$ cat src/core/pdeo_pkg.sv
// Shared types and constants for the Port D / Port E alternate-function override logic
package pdeo_pkg;

  // Override set for one pin: each enable picks its paired value over the port register
  typedef struct packed {
    logic pullup_override_en;
    logic pullup_override_val;
    logic dir_override_en;
    logic dir_override_val;
    logic outval_override_en;
    logic outval_override_val;
    logic input_en_override_en;
    logic input_en_override_val;
  } pdeo_ovr_type;

  // Port register view of one 8-bit port
  typedef struct packed {
    logic [7:0] out_bits;
    logic [7:0] dir_bits;
  } pdeo_port_type;

  localparam int PORT_WIDTH = 8;

  // Port D bit positions
  localparam int PD_CAPTURE_BIT = 0;
  localparam int PD_IRQ0_BIT = 1;

  // Port E bit positions
  localparam int PE_RX_BIT = 0;
  localparam int PE_TX_BIT = 1;
  localparam int PE_XCK_BIT = 2;
  localparam int PE_CMP_NEG_BIT = 3;
  localparam int PE_USI_CLK_BIT = 4;
  localparam int PE_USI_DI_BIT = 5;
  localparam int PE_USI_DO_BIT = 6;
  localparam int PE_DIVIDED_CLOCK_OUT_BIT = 7;

  // Values after reset
  localparam logic RST_PIN_BIT = 1'h0;
  localparam logic [7:0] RST_PORT_BYTE = 8'h00;
  localparam pdeo_ovr_type RST_OVR = '0;

  // Divided clock output: half period in I/O clock cycles
  localparam int DIVIDED_CLOCK_OUT_HALF_PERIOD = 1;
  localparam int DIVIDED_CLOCK_OUT_CNT_WIDTH = 8;

endpackage

$ cat src/core/pdeo_pin_cell.sv
// One pad cell: applies pin overrides, synchronises the pad level, gates the digital input
`timescale 1ns/10ps

module pdeo_pin_cell (
  input wire logic clk_in,
  input wire logic nrst_in,
  input wire pdeo_pkg::pdeo_ovr_type ovr_in,
  input wire logic port_out_in,
  input wire logic port_dir_in,
  input wire logic pullup_disable_in,
  input wire logic pad_in,
  output logic pad_out_out,
  output logic pad_oe_out,
  output logic pullup_out,
  output logic digital_in_out
);

  logic sync_first;
  logic sync_second;
  logic next_pad_out;
  logic next_pad_oe;
  logic next_pullup;
  logic next_digital_in;
  logic input_enabled;

  // Resolve overrides against the port register bits
  always_comb begin
    // Each override value replaces the register setting only while its enable is high
    next_pad_oe = ovr_in.dir_override_en ? ovr_in.dir_override_val : port_dir_in;
    next_pad_out = ovr_in.outval_override_en ? ovr_in.outval_override_val : port_out_in;
    if (ovr_in.pullup_override_en) begin
      next_pullup = ovr_in.pullup_override_val;
    end else begin
      // Normal pull-up: input pin with its output bit set and pull-ups allowed
      next_pullup = port_out_in & ~next_pad_oe & ~pullup_disable_in;
    end
    // Digital input path on unless overridden off
    input_enabled = ovr_in.input_en_override_en ? ovr_in.input_en_override_val : 1'h1;
    // Only the second synchroniser stage is looked at
    next_digital_in = input_enabled ? sync_second : 1'h0;
  end

  // Pad level is asynchronous to the I/O clock, two flops before use
  always_ff @(posedge clk_in or negedge nrst_in) begin
    if (!nrst_in) begin
      sync_first <= pdeo_pkg::RST_PIN_BIT;
      sync_second <= pdeo_pkg::RST_PIN_BIT;
      pad_out_out <= pdeo_pkg::RST_PIN_BIT;
      pad_oe_out <= pdeo_pkg::RST_PIN_BIT;
      pullup_out <= pdeo_pkg::RST_PIN_BIT;
      digital_in_out <= pdeo_pkg::RST_PIN_BIT;
    end else begin
      sync_first <= pad_in;
      sync_second <= sync_first;
      pad_out_out <= next_pad_out;
      pad_oe_out <= next_pad_oe;
      pullup_out <= next_pullup;
      digital_in_out <= next_digital_in;
    end
  end

endmodule

$ cat src/core/pdeo_pin_mux.sv
// Port D and Port E alternate-function override and routing to on-chip peripherals
`timescale 1ns/10ps

// Summary of operation
// - Port D bits 7..2 drive LCD front planes 19..24 (large) or 15..20 (small).
// - Port D bit 1 feeds external interrupt 0; also LCD front plane 25/21.
// - Port D bit 0 feeds timer 1 input capture; also LCD front plane 26/22.
// - Port D 7..4: LCD on and masked forces pull-up, direction, input enable to 0.
// - Bits 3,2,0 alike; bit 1 input enable by LCD or irq0, value both.
// - Port E bits 7..0 deliver synchronised levels as pin-change sources 7..0.
// - Clock-out fuse makes Port E bit 7 drive the divided clock.
// - Divided clock keeps running on Port E bit 7 while the device is in reset.
// - Port E bit 6 carries serial data out when the serial interface drives it.
// - Port E bit 5 is serial data in, and SDA in two-wire mode.
// - Port E bit 4 is serial clock, and SCL in two-wire mode.
// - Port E bit 3 goes straight to the comparator negative input.
// - Port E bit 2 is USART external clock and comparator positive input.
// - Port E bit 1 is the USART transmit output.
// - Port E bit 0 is the USART receive input.
// - Clock output active: direction override 1, output value the divided clock.
// - Receiver on: bit 0 forced input, output bit turns on the pull-up.
module pdeo_pin_mux #(
  parameter int DIVIDED_CLOCK_OUT_HALF = pdeo_pkg::DIVIDED_CLOCK_OUT_HALF_PERIOD
) (
  input wire logic clk_in,
  input wire logic nrst_in,
  input wire logic device_reset_in,
  input wire logic pullup_disable_in,
  input wire pdeo_pkg::pdeo_port_type port_d_in,
  input wire pdeo_pkg::pdeo_port_type port_e_in,
  input wire logic [7:0] pad_d_in,
  input wire logic [7:0] pad_e_in,
  input wire logic lcd_driver_on_in,
  input wire logic [7:0] lcd_port_mask_in,
  input wire logic ext_irq0_enable_in,
  input wire logic [7:0] pin_change_mask_in,
  input wire logic pin_change_enable_in,
  input wire logic clock_out_fuse_in,
  input wire logic usi_two_wire_in,
  input wire logic usi_three_wire_in,
  input wire logic usi_data_out_in,
  input wire logic usi_sda_out_in,
  input wire logic usi_scl_hold_in,
  input wire logic usi_start_irq_en_in,
  input wire logic usart_tx_en_in,
  input wire logic usart_tx_data_in,
  input wire logic usart_rx_en_in,
  input wire logic usart_xck_oe_in,
  input wire logic usart_xck_in,
  input wire logic comparator_neg_dis_in,
  input wire logic comparator_pos_dis_in,
  output logic [7:0] pad_d_out_out,
  output logic [7:0] pad_d_oe_out,
  output logic [7:0] pad_d_pullup_out,
  output logic [7:0] pad_e_out_out,
  output logic [7:0] pad_e_oe_out,
  output logic [7:0] pad_e_pullup_out,
  output logic [7:0] segment_line_out,
  output logic [7:0] port_d_digital_in_out,
  output logic [7:0] port_e_digital_in_out,
  output logic ext_irq0_out,
  output logic capture_in1_out,
  output logic [7:0] pin_change_irq_out,
  output logic usi_data_in_out,
  output logic usi_clock_out,
  output logic usart_rx_out,
  output logic usart_ext_clock_out,
  output logic comparator_neg_in_out,
  output logic comparator_pos_in_out
);

  localparam int W = pdeo_pkg::PORT_WIDTH;

  pdeo_pkg::pdeo_ovr_type ovr_d [W];
  pdeo_pkg::pdeo_ovr_type ovr_e [W];
  pdeo_pkg::pdeo_port_type eff_d;
  pdeo_pkg::pdeo_port_type eff_e;
  logic [pdeo_pkg::DIVIDED_CLOCK_OUT_CNT_WIDTH-1:0] divided_clock_out_cnt;
  logic [pdeo_pkg::DIVIDED_CLOCK_OUT_CNT_WIDTH-1:0] next_divided_clock_out_cnt;
  logic divided_clock_out;
  logic next_divided_clock_out;
  logic [7:0] segment_line;
  logic [7:0] next_segment_line;
  logic lcd_take_d;
  logic pcint_on;
  logic pcint_take [W];

  // Device reset returns the port registers to their reset values
  always_comb begin
    eff_d.out_bits = device_reset_in ? pdeo_pkg::RST_PORT_BYTE : port_d_in.out_bits;
    eff_d.dir_bits = device_reset_in ? pdeo_pkg::RST_PORT_BYTE : port_d_in.dir_bits;
    eff_e.out_bits = device_reset_in ? pdeo_pkg::RST_PORT_BYTE : port_e_in.out_bits;
    eff_e.dir_bits = device_reset_in ? pdeo_pkg::RST_PORT_BYTE : port_e_in.dir_bits;
  end

  // Port D overrides: LCD segment pins, with bit 1 shared by the external interrupt
  always_comb begin
    lcd_take_d = 1'h0;
    for (int i = 0; i < W; i++) begin
      ovr_d[i] = pdeo_pkg::RST_OVR;
      lcd_take_d = lcd_driver_on_in & lcd_port_mask_in[i] & ~device_reset_in;
      // Pull-up, direction, input enable overridden to 0, output value never
      ovr_d[i].pullup_override_en = lcd_take_d;
      ovr_d[i].dir_override_en = lcd_take_d;
      ovr_d[i].input_en_override_en = lcd_take_d;
      ovr_d[i].input_en_override_val = 1'h0;
      if (i == pdeo_pkg::PD_IRQ0_BIT) begin
        // Interrupt input is cut off when exactly one of the LCD driver and the interrupt enable is on
        ovr_d[i].input_en_override_en = lcd_driver_on_in | ext_irq0_enable_in;
        ovr_d[i].input_en_override_val = lcd_driver_on_in & ext_irq0_enable_in;
      end
    end
  end

  // Segment drive follows the same condition as the pad takeover
  always_comb begin
    for (int i = 0; i < W; i++) begin
      // Front planes 19..26 or 15..22 depending on pinout
      next_segment_line[i] = lcd_driver_on_in & lcd_port_mask_in[i] & ~device_reset_in;
    end
  end

  // Divided clock: toggles every DIVIDED_CLOCK_OUT_HALF cycles, independent of device reset
  always_comb begin
    next_divided_clock_out_cnt = divided_clock_out_cnt + 1'h1;
    next_divided_clock_out = divided_clock_out;
    if (divided_clock_out_cnt == pdeo_pkg::DIVIDED_CLOCK_OUT_CNT_WIDTH'(DIVIDED_CLOCK_OUT_HALF - 1)) begin
      next_divided_clock_out_cnt = '0;
      next_divided_clock_out = ~divided_clock_out;
    end
  end

  // Only the block power reset stops the divider, device reset does not
  always_ff @(posedge clk_in or negedge nrst_in) begin
    if (!nrst_in) begin
      divided_clock_out_cnt <= '0;
      divided_clock_out <= pdeo_pkg::RST_PIN_BIT;
      segment_line <= pdeo_pkg::RST_PORT_BYTE;
    end else begin
      divided_clock_out_cnt <= next_divided_clock_out_cnt;
      divided_clock_out <= next_divided_clock_out;
      segment_line <= next_segment_line;
    end
  end

  assign segment_line_out = segment_line;

  // Port E overrides: clock out, serial interfaces, USART and comparator
  always_comb begin
    pcint_on = pin_change_enable_in & ~device_reset_in;
    for (int i = 0; i < W; i++) begin
      ovr_e[i] = pdeo_pkg::RST_OVR;
      pcint_take[i] = pin_change_mask_in[i] & pcint_on;
      // A masked pin-change source keeps its input path open
      ovr_e[i].input_en_override_en = pcint_take[i];
      ovr_e[i].input_en_override_val = 1'h1;
    end
    // Bit 7: fuse forces output of the divided clock, even during reset
    ovr_e[pdeo_pkg::PE_DIVIDED_CLOCK_OUT_BIT].dir_override_en = clock_out_fuse_in;
    ovr_e[pdeo_pkg::PE_DIVIDED_CLOCK_OUT_BIT].dir_override_val = 1'h1;
    ovr_e[pdeo_pkg::PE_DIVIDED_CLOCK_OUT_BIT].outval_override_en = clock_out_fuse_in;
    ovr_e[pdeo_pkg::PE_DIVIDED_CLOCK_OUT_BIT].outval_override_val = divided_clock_out;
    if (!device_reset_in) begin
      // Bit 6: three-wire mode drives data out
      ovr_e[pdeo_pkg::PE_USI_DO_BIT].outval_override_en = usi_three_wire_in;
      ovr_e[pdeo_pkg::PE_USI_DO_BIT].outval_override_val = usi_data_out_in;
      // Bit 5: two-wire SDA is open drain, only ever pulls low
      ovr_e[pdeo_pkg::PE_USI_DI_BIT].pullup_override_en = usi_two_wire_in;
      ovr_e[pdeo_pkg::PE_USI_DI_BIT].dir_override_en = usi_two_wire_in;
      ovr_e[pdeo_pkg::PE_USI_DI_BIT].dir_override_val =
        (~usi_sda_out_in | eff_e.out_bits[pdeo_pkg::PE_USI_DI_BIT])
        & eff_e.dir_bits[pdeo_pkg::PE_USI_DI_BIT];
      ovr_e[pdeo_pkg::PE_USI_DI_BIT].outval_override_en =
        usi_two_wire_in & eff_e.dir_bits[pdeo_pkg::PE_USI_DI_BIT];
      ovr_e[pdeo_pkg::PE_USI_DI_BIT].input_en_override_en =
        pcint_take[pdeo_pkg::PE_USI_DI_BIT] | usi_start_irq_en_in;
      // Bit 4: two-wire SCL, held low while the interface stretches the clock
      ovr_e[pdeo_pkg::PE_USI_CLK_BIT].pullup_override_en = usi_two_wire_in;
      ovr_e[pdeo_pkg::PE_USI_CLK_BIT].dir_override_en = usi_two_wire_in;
      ovr_e[pdeo_pkg::PE_USI_CLK_BIT].dir_override_val =
        (usi_scl_hold_in | eff_e.out_bits[pdeo_pkg::PE_USI_CLK_BIT])
        & eff_e.dir_bits[pdeo_pkg::PE_USI_CLK_BIT];
      ovr_e[pdeo_pkg::PE_USI_CLK_BIT].outval_override_en =
        usi_two_wire_in & eff_e.dir_bits[pdeo_pkg::PE_USI_CLK_BIT];
      ovr_e[pdeo_pkg::PE_USI_CLK_BIT].input_en_override_en =
        pcint_take[pdeo_pkg::PE_USI_CLK_BIT] | usi_start_irq_en_in;
      // Bit 3: comparator input may switch the digital buffer off
      ovr_e[pdeo_pkg::PE_CMP_NEG_BIT].input_en_override_en =
        pcint_take[pdeo_pkg::PE_CMP_NEG_BIT] | comparator_neg_dis_in;
      ovr_e[pdeo_pkg::PE_CMP_NEG_BIT].input_en_override_val = pcint_take[pdeo_pkg::PE_CMP_NEG_BIT];
      // Bit 2: external clock pull-up control and comparator positive input
      ovr_e[pdeo_pkg::PE_XCK_BIT].pullup_override_en = usart_xck_oe_in;
      ovr_e[pdeo_pkg::PE_XCK_BIT].pullup_override_val = usart_xck_in;
      ovr_e[pdeo_pkg::PE_XCK_BIT].input_en_override_en =
        pcint_take[pdeo_pkg::PE_XCK_BIT] | comparator_pos_dis_in;
      ovr_e[pdeo_pkg::PE_XCK_BIT].input_en_override_val = pcint_take[pdeo_pkg::PE_XCK_BIT];
      // Bit 1: transmitter owns the pin as an output
      ovr_e[pdeo_pkg::PE_TX_BIT].pullup_override_en = usart_tx_en_in;
      ovr_e[pdeo_pkg::PE_TX_BIT].dir_override_en = usart_tx_en_in;
      ovr_e[pdeo_pkg::PE_TX_BIT].dir_override_val = 1'h1;
      ovr_e[pdeo_pkg::PE_TX_BIT].outval_override_en = usart_tx_en_in;
      ovr_e[pdeo_pkg::PE_TX_BIT].outval_override_val = usart_tx_data_in;
      // Bit 0: receiver forces input, output bit selects the pull-up
      ovr_e[pdeo_pkg::PE_RX_BIT].pullup_override_en = usart_rx_en_in;
      ovr_e[pdeo_pkg::PE_RX_BIT].pullup_override_val =
        eff_e.out_bits[pdeo_pkg::PE_RX_BIT] & ~pullup_disable_in;
      ovr_e[pdeo_pkg::PE_RX_BIT].dir_override_en = usart_rx_en_in;
      ovr_e[pdeo_pkg::PE_RX_BIT].dir_override_val = 1'h0;
    end
  end

  // One pad cell per pin; all sixteen share the same override resolution
  genvar g;
  generate
    for (g = 0; g < W; g++) begin : g_pin
      pdeo_pin_cell u_cell_d (
        .clk_in(clk_in),
        .nrst_in(nrst_in),
        .ovr_in(ovr_d[g]),
        .port_out_in(eff_d.out_bits[g]),
        .port_dir_in(eff_d.dir_bits[g]),
        .pullup_disable_in(pullup_disable_in),
        .pad_in(pad_d_in[g]),
        .pad_out_out(pad_d_out_out[g]),
        .pad_oe_out(pad_d_oe_out[g]),
        .pullup_out(pad_d_pullup_out[g]),
        .digital_in_out(port_d_digital_in_out[g])
      );
      pdeo_pin_cell u_cell_e (
        .clk_in(clk_in),
        .nrst_in(nrst_in),
        .ovr_in(ovr_e[g]),
        .port_out_in(eff_e.out_bits[g]),
        .port_dir_in(eff_e.dir_bits[g]),
        .pullup_disable_in(pullup_disable_in),
        .pad_in(pad_e_in[g]),
        .pad_out_out(pad_e_out_out[g]),
        .pad_oe_out(pad_e_oe_out[g]),
        .pullup_out(pad_e_pullup_out[g]),
        .digital_in_out(port_e_digital_in_out[g])
      );
    end
  endgenerate

  // Peripheral inputs read the synchronised, gated levels from the cells
  assign ext_irq0_out = port_d_digital_in_out[pdeo_pkg::PD_IRQ0_BIT];
  assign capture_in1_out = port_d_digital_in_out[pdeo_pkg::PD_CAPTURE_BIT];
  assign pin_change_irq_out = port_e_digital_in_out;
  assign usi_data_in_out = port_e_digital_in_out[pdeo_pkg::PE_USI_DI_BIT];
  assign usi_clock_out = port_e_digital_in_out[pdeo_pkg::PE_USI_CLK_BIT];
  assign usart_rx_out = port_e_digital_in_out[pdeo_pkg::PE_RX_BIT];
  assign usart_ext_clock_out = port_e_digital_in_out[pdeo_pkg::PE_XCK_BIT];

  // Comparator inputs are analog paths, so they bypass synchroniser and gating
  assign comparator_neg_in_out = pad_e_in[pdeo_pkg::PE_CMP_NEG_BIT];
  assign comparator_pos_in_out = pad_e_in[pdeo_pkg::PE_XCK_BIT];

endmodule

$ cat config.mk
export PLATFORM = sky130hd
export DESIGN_NAME = pdeo_pin_mux
export DESIGN_NICKNAME = d
export VERILOG_FILES = /design/src/core/pdeo_pkg.sv /design/src/core/pdeo_pin_cell.sv /design/src/core/pdeo_pin_mux.sv
export SDC_FILE = /design/constraint.sdc
export NUM_CORES = 1
export LEC_CHECK = 0
export BUFFER_PORTS_ARGS = -buffer_cell sky130_fd_sc_hd__buf_2
export CAP_MARGIN = 10
export CORE_UTILIZATION = 47
export CTS_CLUSTER_DIAMETER = 80
export DETAILED_ROUTE_END_ITERATION = 7
export PLACE_DENSITY = 0.89
export SLEW_MARGIN = 30
export SYNTH_ARGS = -nofsm -noshare
export SYNTH_HDL_FRONTEND = slang
export SYNTH_SLANG_ARGS = --single-unit
$ cat constraint.sdc
create_clock -name clk_in -period 2.1 [get_ports clk_in]
set_input_delay 0.315 -clock clk_in [delete_from_list [all_inputs] [get_ports clk_in]]
set_output_delay 0.315 -clock clk_in [all_outputs]
set_load 0.01 [all_outputs]
==> run_results.csv, run 1 <==
group,metric,value,unit
timing,tightest_slew,0.472,ns
yosys,synth_cell_types,29,
cts,clock-sinks,113,
cts,clk_latency,0.49,ns
detailed_routing,dr.pass1.iters,4,
yosys,yosysWarnings,0,
yosys,synth_area,4150,um^2
power,p_int,4.31,mW
critical_path,r2r_start,"divided_clock_out_cnt[0]",
detailed_routing,postRouteWirelength,8660,um
global_route,grt-ovfl-total,0,
timing,max-slew-margin-rel,0.685,
power,swShare,0.233,
yosys,synthAdderAreaFrac,0.00603,
detailed_routing,via_per_inst,4.65,
critical_path,critical_path.max_fanout,4,
placed_design,io_buffers,165,
min_path,hp-class,"in -> reg",
placed_design,gp_congestion,0.767,
timing,rsz0062_at_grt,"false",
critical_path,endpoint,"divided_clock_out",
detailed_routing,via_count,2657,
timing,hold_viol,0,
yosys,ys_ff_latch,113,
yosys,muxShareOfSynthArea,0.00482,
finish,fin_util,0.660,
detailed_routing,drt_drc_violations_left,0,
detailed_routing,wl_per_cell,15.1,um
cts,postCtsHoldBufs,35,
yosys,yosysSeqAreaShare,0.681,
status,status,"finished clean",
die,initial_core_util,0.495,
yosys,synth_top_family_by_area,"buffers and inverters",
timing,clock_skew,0.00893,ns
timing,max_freq,633,MHz
global_route,grt_pass1_vias,2750,
flow_run,maxCapViolations,0,
critical_path,ff2ff_path_depth,5,
critical_path,critPathArrivalTime,2.00,ns
yosys,syn_nets,398,
power,pwr-share-comb,0.071,
yosys,synth_compound_area_frac,0.0172,
global_route,grt_max_degree,52,
global_route,grt_pass1_wl,13100,um
timing,tns,0,ns
die,die_h,96.0,um
power,leakagePower,2.94,nW
die,fp.dieW,96.0,um
timing,maxSlewViolCount,0,
global_route,grt_usage,0.199,
yosys,yosys-top-cells-area,"dfrtp_1 68%, buf_4 13%, nor2b_1 3.5%, nor4b_1 2.1%, and3_1 1.4%",
critical_path,path_class,"reg -> reg",
critical_path,r2r_slack,0.52,ns
critical_path,reg2reg_to,"divided_clock_out",
detailed_routing,drt_iter0_markers,81,
critical_path,cp.required,2.51,ns
global_route,antenna_found_initial,0,
die,pin_count,173,
cts,cts_tree,"done",
die,coreArea,8380,um^2
power,p_clk_frac,0.520,
die,rows,33,
cts,cts_buffer_depth,2,
yosys,synth.avg_cell_area,13.4,um^2
critical_path,worstPathCellList,"inv_1 > ha_1 > or4b_4 > nor4_4 > xor2_1",
finish,area_growth,33.3,%
timing,setup_violations,0,
critical_path,critPathMaxStageDelay,0.47,ns
cts,cts_made_buffers,17,
yosys,yosysTopAreaCell,"dfrtp_1",
critical_path,crit_slowest_cell,"or4b_4",
timing,post-route-min-period,1.58,ns
cts,path_clk_slew,0.06,ns
finish,drive_gt1_frac,0.433,
power,ir_drop,0.612,mV
cts,htreeDepth,4,
finish,antennaDiodeCount,0,
critical_path,cp-start-kind,"flop",
power,switching_power,1.31,mW
yosys,synth_top_area_share,0.681,
power,power_frac_seq,0.409,
timing,post-route-period-util,0.753,
critical_path,setup.worst_path.start,"divided_clock_out_cnt[0]",
placed_design,dp_hpwl,5730,um
yosys,synthXorXnorAreaFrac,0.0169,
critical_path,end_kind,"flop",
detailed_routing,ant_nets,0,
finish,final_nets,541,
yosys,syn_inst,311,
power,power_density,1020,nW/um^2
yosys,synthSimpleGateAreaFrac,0.126,
cts,cts_setup_buffers,0,
cts,cts_root_buf,"clkbuf_8",
cts,ctsResizeCount,0,
die,dieArea,9220,um^2
logic make-up (layout without fill, tap and decap cells):
kind of cell             Yosys count  in the layout
AND/OR/NAND/NOR                   86             86
adder cells (fa/ha/maj)            2              2
multiplexers                       2              2
XOR/XNOR                           8              8
flip-flops                       113            113
AO/OA/AOI/OAI                     10             10
buffers and inverters             90            246
power by group through the flow:
stage / Clock [mW] / Sequential (mW) / Combinational [mW]
2_1_floorplan: 0 / 2.34 / 0.206
6_report: 2.92 / 2.30 / 0.401
3_3_place_gp: 0 / 2.34 / 0.344
4_1_cts: 2.98 / 2.30 / 0.405
3_5_place_dp: 0 / 2.34 / 0.354
5_1_grt: 3.10 / 2.31 / 0.443
layout make-up:
type                            instances  area, um^2
Tap cell                              105         131
Sequential cell                       113        2830
Clock inverter                         15         198
Inverter                               11        41.3
Clock buffer                           17         414
Fill cell                             604        2850
Multi-Input combinational cell        108         709
Timing Repair Buffer                  203        1210
sequential cells by signal, indices dropped and copies added (netlist names):
signal and flops:
divided_clock_out 1, g_pin.u_cell_d.pad_oe_out 8, g_pin.u_cell_e.pullup_out 8, segment_line_out 8
g_pin.u_cell_e.sync_first 8, g_pin.u_cell_d.sync_second 8, g_pin.u_cell_d.digital_in_out 8, g_pin.u_cell_d.pullup_out 8
g_pin.u_cell_e.pad_oe_out 8, divided_clock_out_cnt 8, g_pin.u_cell_d.sync_first 8, g_pin.u_cell_e.sync_second 8
g_pin.u_cell_d.pad_out_out 8, g_pin.u_cell_e.pad_out_out 8, g_pin.u_cell_e.digital_in_out 8
worst max-delay path, delay by kind of cell (launching register included):
family,cells,cell delay [ns]
flip-flops,1,0.41
XOR/XNOR,1,0.18
buffers and inverters,1,0.07
adder cells (fa/ha/maj),1,0.13
AND/OR/NAND/NOR,2,0.72
cells in the mapped netlist:
library cell	instances
and2_1	8
nor3b_1	2
o21ai_0	1
dfrtp_1	113
xor2_1	3
nor4b_1	10
o311a_1	1
nor3_1	3
xnor2_1	5
or2_1	1
o31ai_1	1
a311oi_1	1
buf_4	74
a21o_1	1
nand2_1	13
inv_1	11
nor2_1	10
a211oi_1	2
nor4_1	2
nor2b_1	23
clkbuf_1	5
mux2i_1	2
and3_1	9
nor4_4	1
ha_1	2
nand3_1	3
or4b_4	1
a21oi_1	1
a31oi_1	2
per-stage QoR:
stage	setup slack [ns]	instance area [um^2]	std cells	power (mW)	hold slack (ns)
after floorplan	0.633	4150	311	2.55	0.0194
after global placement	0.566	4570	505	2.68	0.277
after detailed placement	0.519	4570	505	2.69	0.283
after CTS	0.517	5540	572	5.69	0.0000419
after global routing	0.434	5540	572	5.85	0.00793
final	0.519	5540	572	5.63	0.0309
per-layer routing:
| layer | share of wire | GRT usage |
|---|---|---|
| met5 | 0 | 0 |
| met4 | 0.013 | 0.0883 |
| met3 | 0.054 | 0.0569 |
| met2 | 0.55 | 0.360 |
| met1 | 0.39 | 0.215 |
cells in the final DEF, fill, tap and decap left out, drive strengths merged:
master,instances
o21ai,1
inv,19
xnor2,5
nor2,10
a211oi,2
nor3,3
and3,9
nor3b,2
nor4,3
or2,1
dlygate4sd3,35
o31ai,1
a311oi,1
a31oi,2
clkinv,3
o311a,1
ha,2
clkinvlp,1
nand3,3
buf,168
and2,8
clkbuf,17
dfrtp,113
bufinv,3
nand2,13
a21oi,1
mux2i,2
a21o,1
nor2b,23
xor2,3
nor4b,10
or4b,1
worst min path at each step:
stage	end	from	cells after the start
final	g_pin[7].u_cell_e.pad_out_out	clock_out_fuse_in	2
after CTS	g_pin[7].u_cell_e.pad_out_out	clock_out_fuse_in	2
after detailed placement	g_pin[4].u_cell_e.pad_oe_out	nrst_in	1
after global placement	g_pin[4].u_cell_e.pad_oe_out	nrst_in	1
after floorplan	divided_clock_out	nrst_in	0
after global routing	g_pin[7].u_cell_e.pad_out_out	clock_out_fuse_in	2
No activity file was read; power rests on OpenSTA's default activity.
==> run 2: changes to the inputs <==
- clock period: 2.1 -> 1.6 ns (I/O delays scaled with it)
==> run_results.csv, run 2 (same netlist as run 1, synthesis figures left out) <==
group,metric,value,unit
timing,maxSlewViolCount,0,
detailed_routing,drt_drc_violations_left,0,
placed_design,gp_congestion,0.751,
detailed_routing,postRouteWirelength,9310,um
global_route,grt_max_degree,46,
detailed_routing,via_per_inst,4.60,
die,rows,33,
timing,post-route-min-period,1.59,ns
die,die_h,96.0,um
finish,antennaDiodeCount,0,
cts,clk_latency,0.49,ns
global_route,grt-ovfl-total,0,
timing,max_freq,628,MHz
global_route,grt_usage,0.213,
die,coreArea,8380,um^2
finish,final_nets,577,
flow_run,maxCapViolations,0,
timing,hold_viol,0,
status,status,"finished clean",
critical_path,cp.required,2.02,ns
finish,final_cell_mix,"164 x buf_2, 113 x dfrtp_1, 66 x dlygate4sd3_1, 23 x nor2b_1, 16 x clkbuf_16",
finish,mostFrequentLayoutCell,"buf_2",
cts,clock-sinks,113,
cts,path_clk_slew,0.06,ns
placed_design,io_buffers,165,
timing,max-slew-margin-rel,0.683,
detailed_routing,ant_nets,0,
critical_path,critPathArrivalTime,2.01,ns
timing,tightest_slew,0.474,ns
die,dieArea,9220,um^2
detailed_routing,via_count,2794,
global_route,antenna_found_initial,0,
finish,drive_gt1_frac,0.412,
finish,area_growth,40.8,%
min_path,hp-class,"in -> reg",
cts,cts_root_buf,"clkbuf_8",
cts,ctsResizeCount,0,
critical_path,cp-start-kind,"flop",
timing,post-route-period-util,0.995,
die,initial_core_util,0.495,
critical_path,critical_path.max_fanout,4,
detailed_routing,dr.pass1.iters,4,
cts,htreeDepth,4,
power,leakagePower,3.08,nW
die,fp.dieW,96.0,um
timing,rsz0062_at_grt,"true",
critical_path,path_class,"reg -> reg",
global_route,grt_pass1_wl,14000,um
finish,fill_cells,576,
cts,cts_tree,"done",
critical_path,end_kind,"flop",
power,ir_drop,0.888,mV
power,power_density,1220,nW/um^2
placed_design,dp_hpwl,5720,um
power,power,7.12,mW
detailed_routing,wl_per_cell,15.3,um
finish,fin_util,0.698,
timing,clock_skew,0.00394,ns
die,pin_count,173,
timing,setup_violations,0,
detailed_routing,drt_iter0_markers,65,
cts,cts_made_buffers,17,
global_route,grt_pass1_vias,2934,
cts,cts_buffer_depth,2,
run 2: changes by cell type in the layout (fill, tap and decap cells not counted), sizes merged:
cell / previous run / this run
bufinv: 3 / 1
clkinvlp: 1 / 3
buf: 168 / 173
dlygate4sd3: 35 / 66
run 2: report_power, final:
group	total [mW]	internal [mW]	switching [mW]
sequential	3.02	2.98	0.0384
combinational	0.600	0.306	0.294
clock	3.50	2.11	1.39
run 2: worst paths after layout:
| path | endpoint | from | slack (ns) | cells after the start |
|---|---|---|---|---|
| setup / recovery | divided_clock_out | divided_clock_out_cnt[0] | 0.008 | 5 |
| hold / removal | g_pin[2].u_cell_e.pullup_out | usart_xck_oe_in | 0.02 | 3 |
| setup reg to reg | divided_clock_out | divided_clock_out_cnt[0] | 0.008 | 5 |
| hold reg to reg | g_pin[1].u_cell_e.sync_second | g_pin[1].u_cell_e.sync_first | 0.35 | 0 |
| max in group asynchronous | g_pin[2].u_cell_d.pullup_out | nrst_in | 0.80 | 3 |
| min in group asynchronous | g_pin[4].u_cell_e.pad_oe_out | nrst_in | 0.22 | 2 |
run 2: layout make-up:
type | instances | area [um^2] | share of cell area
multi-input cells | 108 | 709 | 0.121
clock buffers | 17 | 414 | 0.0708
clock inverters | 15 | 150 | 0.0257
repair buffers | 239 | 1570 | 0.269
well taps | 105 | 131 | 0.0225
inverters | 11 | 41.3 | 0.00706
flip-flops and latches | 113 | 2830 | 0.484
run 2: metrics by stage:
stage / setup WS, ns / cells / hold WS, ns / TNS [ns] / area, um^2
3_3_place_gp: 0.0841 / 508 / 0.200 / 0 / 4610
2_1_floorplan: 0.133 / 311 / -0.0556 / 0 / 4150
6_report: 0.00810 / 608 / 0.0201 / 0 / 5850
4_1_cts: -0.0178 / 604 / 0.000647 / -0.0178 / 5810
3_5_place_dp: 0.00356 / 508 / 0.202 / 0 / 4610
5_1_grt: -0.0788 / 608 / 0.0138 / -0.143 / 5850
run 2: routing by layer:
| metal | global-route usage | vias up | wire length (um) |
|---|---|---|---|
| li1 | - | 1295 | - |
| met1 | 0.228 | 1358 | 3490 |
| met2 | 0.384 | 127 | 5040 |
| met3 | 0.0750 | 14 | 606 |
| met4 | 0.0833 | 0 | 163 |
| met5 | 0 | - | 0 |
run 2: critical path, stage by stage, from the launching register on:
cell and delay [ns]:
dfrtp_1 0.41, inv_1 0.07, ha_1 0.13, or4b_4 0.47, nor4_4 0.26, xor2_1 0.17
run 2: repair_timing:
item	4_1_cts	5_1_grt
hold endpoints to repair	92	2
setup buffers	0	2
pin swaps	0	2
endpoints found under the setup margin	1	4
cloned	0	0
hold buffers	64	2
==> run 3: changes to the inputs <==
- CELL_PAD_IN_SITES_DETAIL_PLACEMENT: not set -> 0
- CELL_PAD_IN_SITES_GLOBAL_PLACEMENT: not set -> 1
- CORE_UTILIZATION: 47 -> 37
- PLACE_DENSITY: 0.89 -> 0.9
==> run_results.csv, run 3 (same netlist as run 1, synthesis figures left out) <==
group,metric,value,unit
cts,cts_root_buf,"clkbuf_8",
timing,max-slew-margin-rel,0.708,
cts,clock-sinks,113,
critical_path,r2r_start,"divided_clock_out_cnt[0]",
detailed_routing,drt_drc_violations_left,0,
status,status,"finished clean",
cts,path_clk_slew,0.05,ns
timing,setup_violations,0,
detailed_routing,via_count,2763,
finish,postLayoutCellArea,5920,um^2
global_route,grt-ovfl-total,0,
global_route,grt_usage,0.154,
power,leakagePower,3.10,nW
finish,final_cell_mix,"164 x buf_2, 113 x dfrtp_1, 63 x dlygate4sd3_1, 23 x nor2b_1, 16 x clkbuf_16",
min_path,hold_path_depth,3,
finish,antennaDiodeCount,0,
global_route,grt_pass1_vias,2798,
detailed_routing,ant_nets,0,
critical_path,path_class,"reg -> reg",
critical_path,cp.required,2.01,ns
critical_path,reg2reg_to,"divided_clock_out",
critical_path,crit_slowest_cell,"or4b_4",
die,rows,38,
power,pwr-share-comb,0.078,
timing,tightest_slew,0.438,ns
min_path,hp-class,"in -> reg",
die,die_h,108,um
power,p_clk_frac,0.521,
detailed_routing,postRouteWirelength,8740,um
detailed_routing,wl_per_cell,13.7,um
timing,hold_viol,0,
finish,mostFrequentLayoutCell,"buf_2",
critical_path,worstPathCellList,"inv_1 > ha_1 > or4b_4 > nor4_4 > xor2_1",
placed_design,gp_congestion,0.765,
cts,htreeDepth,4,
timing,rsz0062_at_grt,"true",
power,ir_drop,0.569,mV
power,power_frac_seq,0.401,
power,swShare,0.202,
die,fp.dieW,108,um
placed_design,place_ws,0.0108,ns
cts,cts_made_buffers,17,
timing,max_freq,631,MHz
detailed_routing,via_per_inst,4.32,
timing,clock_skew,0.00654,ns
min_path,hold_start,"port_e_in[9]",
power,switching_power,1.52,mW
critical_path,r2r_slack,0.02,ns
timing,maxSlewViolCount,0,
detailed_routing,dr.pass1.iters,4,
placed_design,dpl_cell_area,4670,um^2
global_route,antenna_found_initial,0,
global_route,grt_max_degree,58,
critical_path,critPathMaxStageDelay,0.47,ns
critical_path,end_kind,"flop",
critical_path,critical_path.max_fanout,4,
detailed_routing,drt_iter0_markers,80,
placed_design,io_buffers,165,
placed_design,dp_hpwl,6110,um
finish,area_growth,42.6,%
timing,post-route-min-period,1.58,ns
critical_path,critPathArrivalTime,2.00,ns
min_path,holdPathEnd,"g_pin[1].u_cell_e.pad_out_out",
finish,final_nets,574,
cts,ctsResizeCount,0,
critical_path,ff2ff_path_depth,5,
global_route,grt_pass1_wl,13300,um
die,dieArea,11700,um^2
die,pin_count,173,
cts,cts_tree,"done",
die,coreArea,10900,um^2
finish,drive_gt1_frac,0.406,
finish,fin_util,0.544,
timing,final.setup.worst_slack,0.0152,ns
power,p_int,6.01,mW
cts,cts_buffer_depth,2,
critical_path,cp-start-kind,"flop",
power,power_density,1270,nW/um^2
flow_run,maxCapViolations,0,
cts,clk_latency,0.50,ns
power,power,7.53,mW
die,initial_core_util,0.381,
timing,post-route-period-util,0.991,
[run 3: metal layers]
layer / share of wire / up-vias / routed length, um / GRT usage
li1: - / 1283 / - / -
met1: 0.40 / 1342 / 3470 / 0.171
met2: 0.53 / 121 / 4610 / 0.269
met3: 0.054 / 17 / 468 / 0.0422
met4: 0.022 / 0 / 193 / 0.0812
met5: 0 / - / 0 / 0
[run 3: worst max-delay path by stage]
stage | to | slack [ns] | cells after the start | startpoint
6_report | divided_clock_out | 0.02 | 5 | divided_clock_out_cnt[0]
5_1_grt | divided_clock_out | -0.07 | 5 | divided_clock_out_cnt[1]
4_1_cts | divided_clock_out | -0.0002 | 5 | divided_clock_out_cnt[0]
3_5_place_dp | divided_clock_out | 0.01 | 5 | divided_clock_out_cnt[0]
3_3_place_gp | divided_clock_out | 0.09 | 5 | divided_clock_out_cnt[1]
2_1_floorplan | divided_clock_out | 0.13 | 5 | divided_clock_out_cnt[0]
[run 3: metrics by stage]
step	TNS (ns)	cells	hold slack [ns]
6_report	0	640	0.0166
5_1_grt	-0.0828	640	0.00184
4_1_cts	-0.000218	639	0.000598
3_5_place_dp	0	545	0.264
3_3_place_gp	0	545	0.268
2_1_floorplan	0	311	-0.0556
[run 3: timing repair]
item | CTS | global route
buffers inserted | 0 | 0
endpoints found under the setup margin | 1 | 2
endpoints found under the hold margin | 173 | 1
hold buffers | 62 | 1
[run 3: power by group through the flow]
stage / sequential (mW) / combinational [mW] / clock, mW
2_1_floorplan: 3.07 / 0.270 / 0
3_3_place_gp: 3.07 / 0.463 / 0
3_5_place_dp: 3.07 / 0.474 / 0
4_1_cts: 3.02 / 0.589 / 4.01
5_1_grt: 3.03 / 0.643 / 4.15
6_report: 3.02 / 0.585 / 3.92
[run 3: cell type report]
cell class | count | area (um^2)
inverters | 11 | 41.3
repair buffers | 236 | 1540
flip-flops and latches | 113 | 2830
clock inverters | 10 | 183
clock buffers | 22 | 443
fillers | 896 | 4960
well taps | 140 | 175
multi-input cells | 108 | 709
[run 3: critical path: cells and delay by family (launching register included)]
family,cells,cell delay (ns)
DFF,1,0.38
and+or+nand+nor,2,0.73
buffers and inverters,1,0.07
adders and majority gates,1,0.13
xor gates and xnor gates,1,0.20
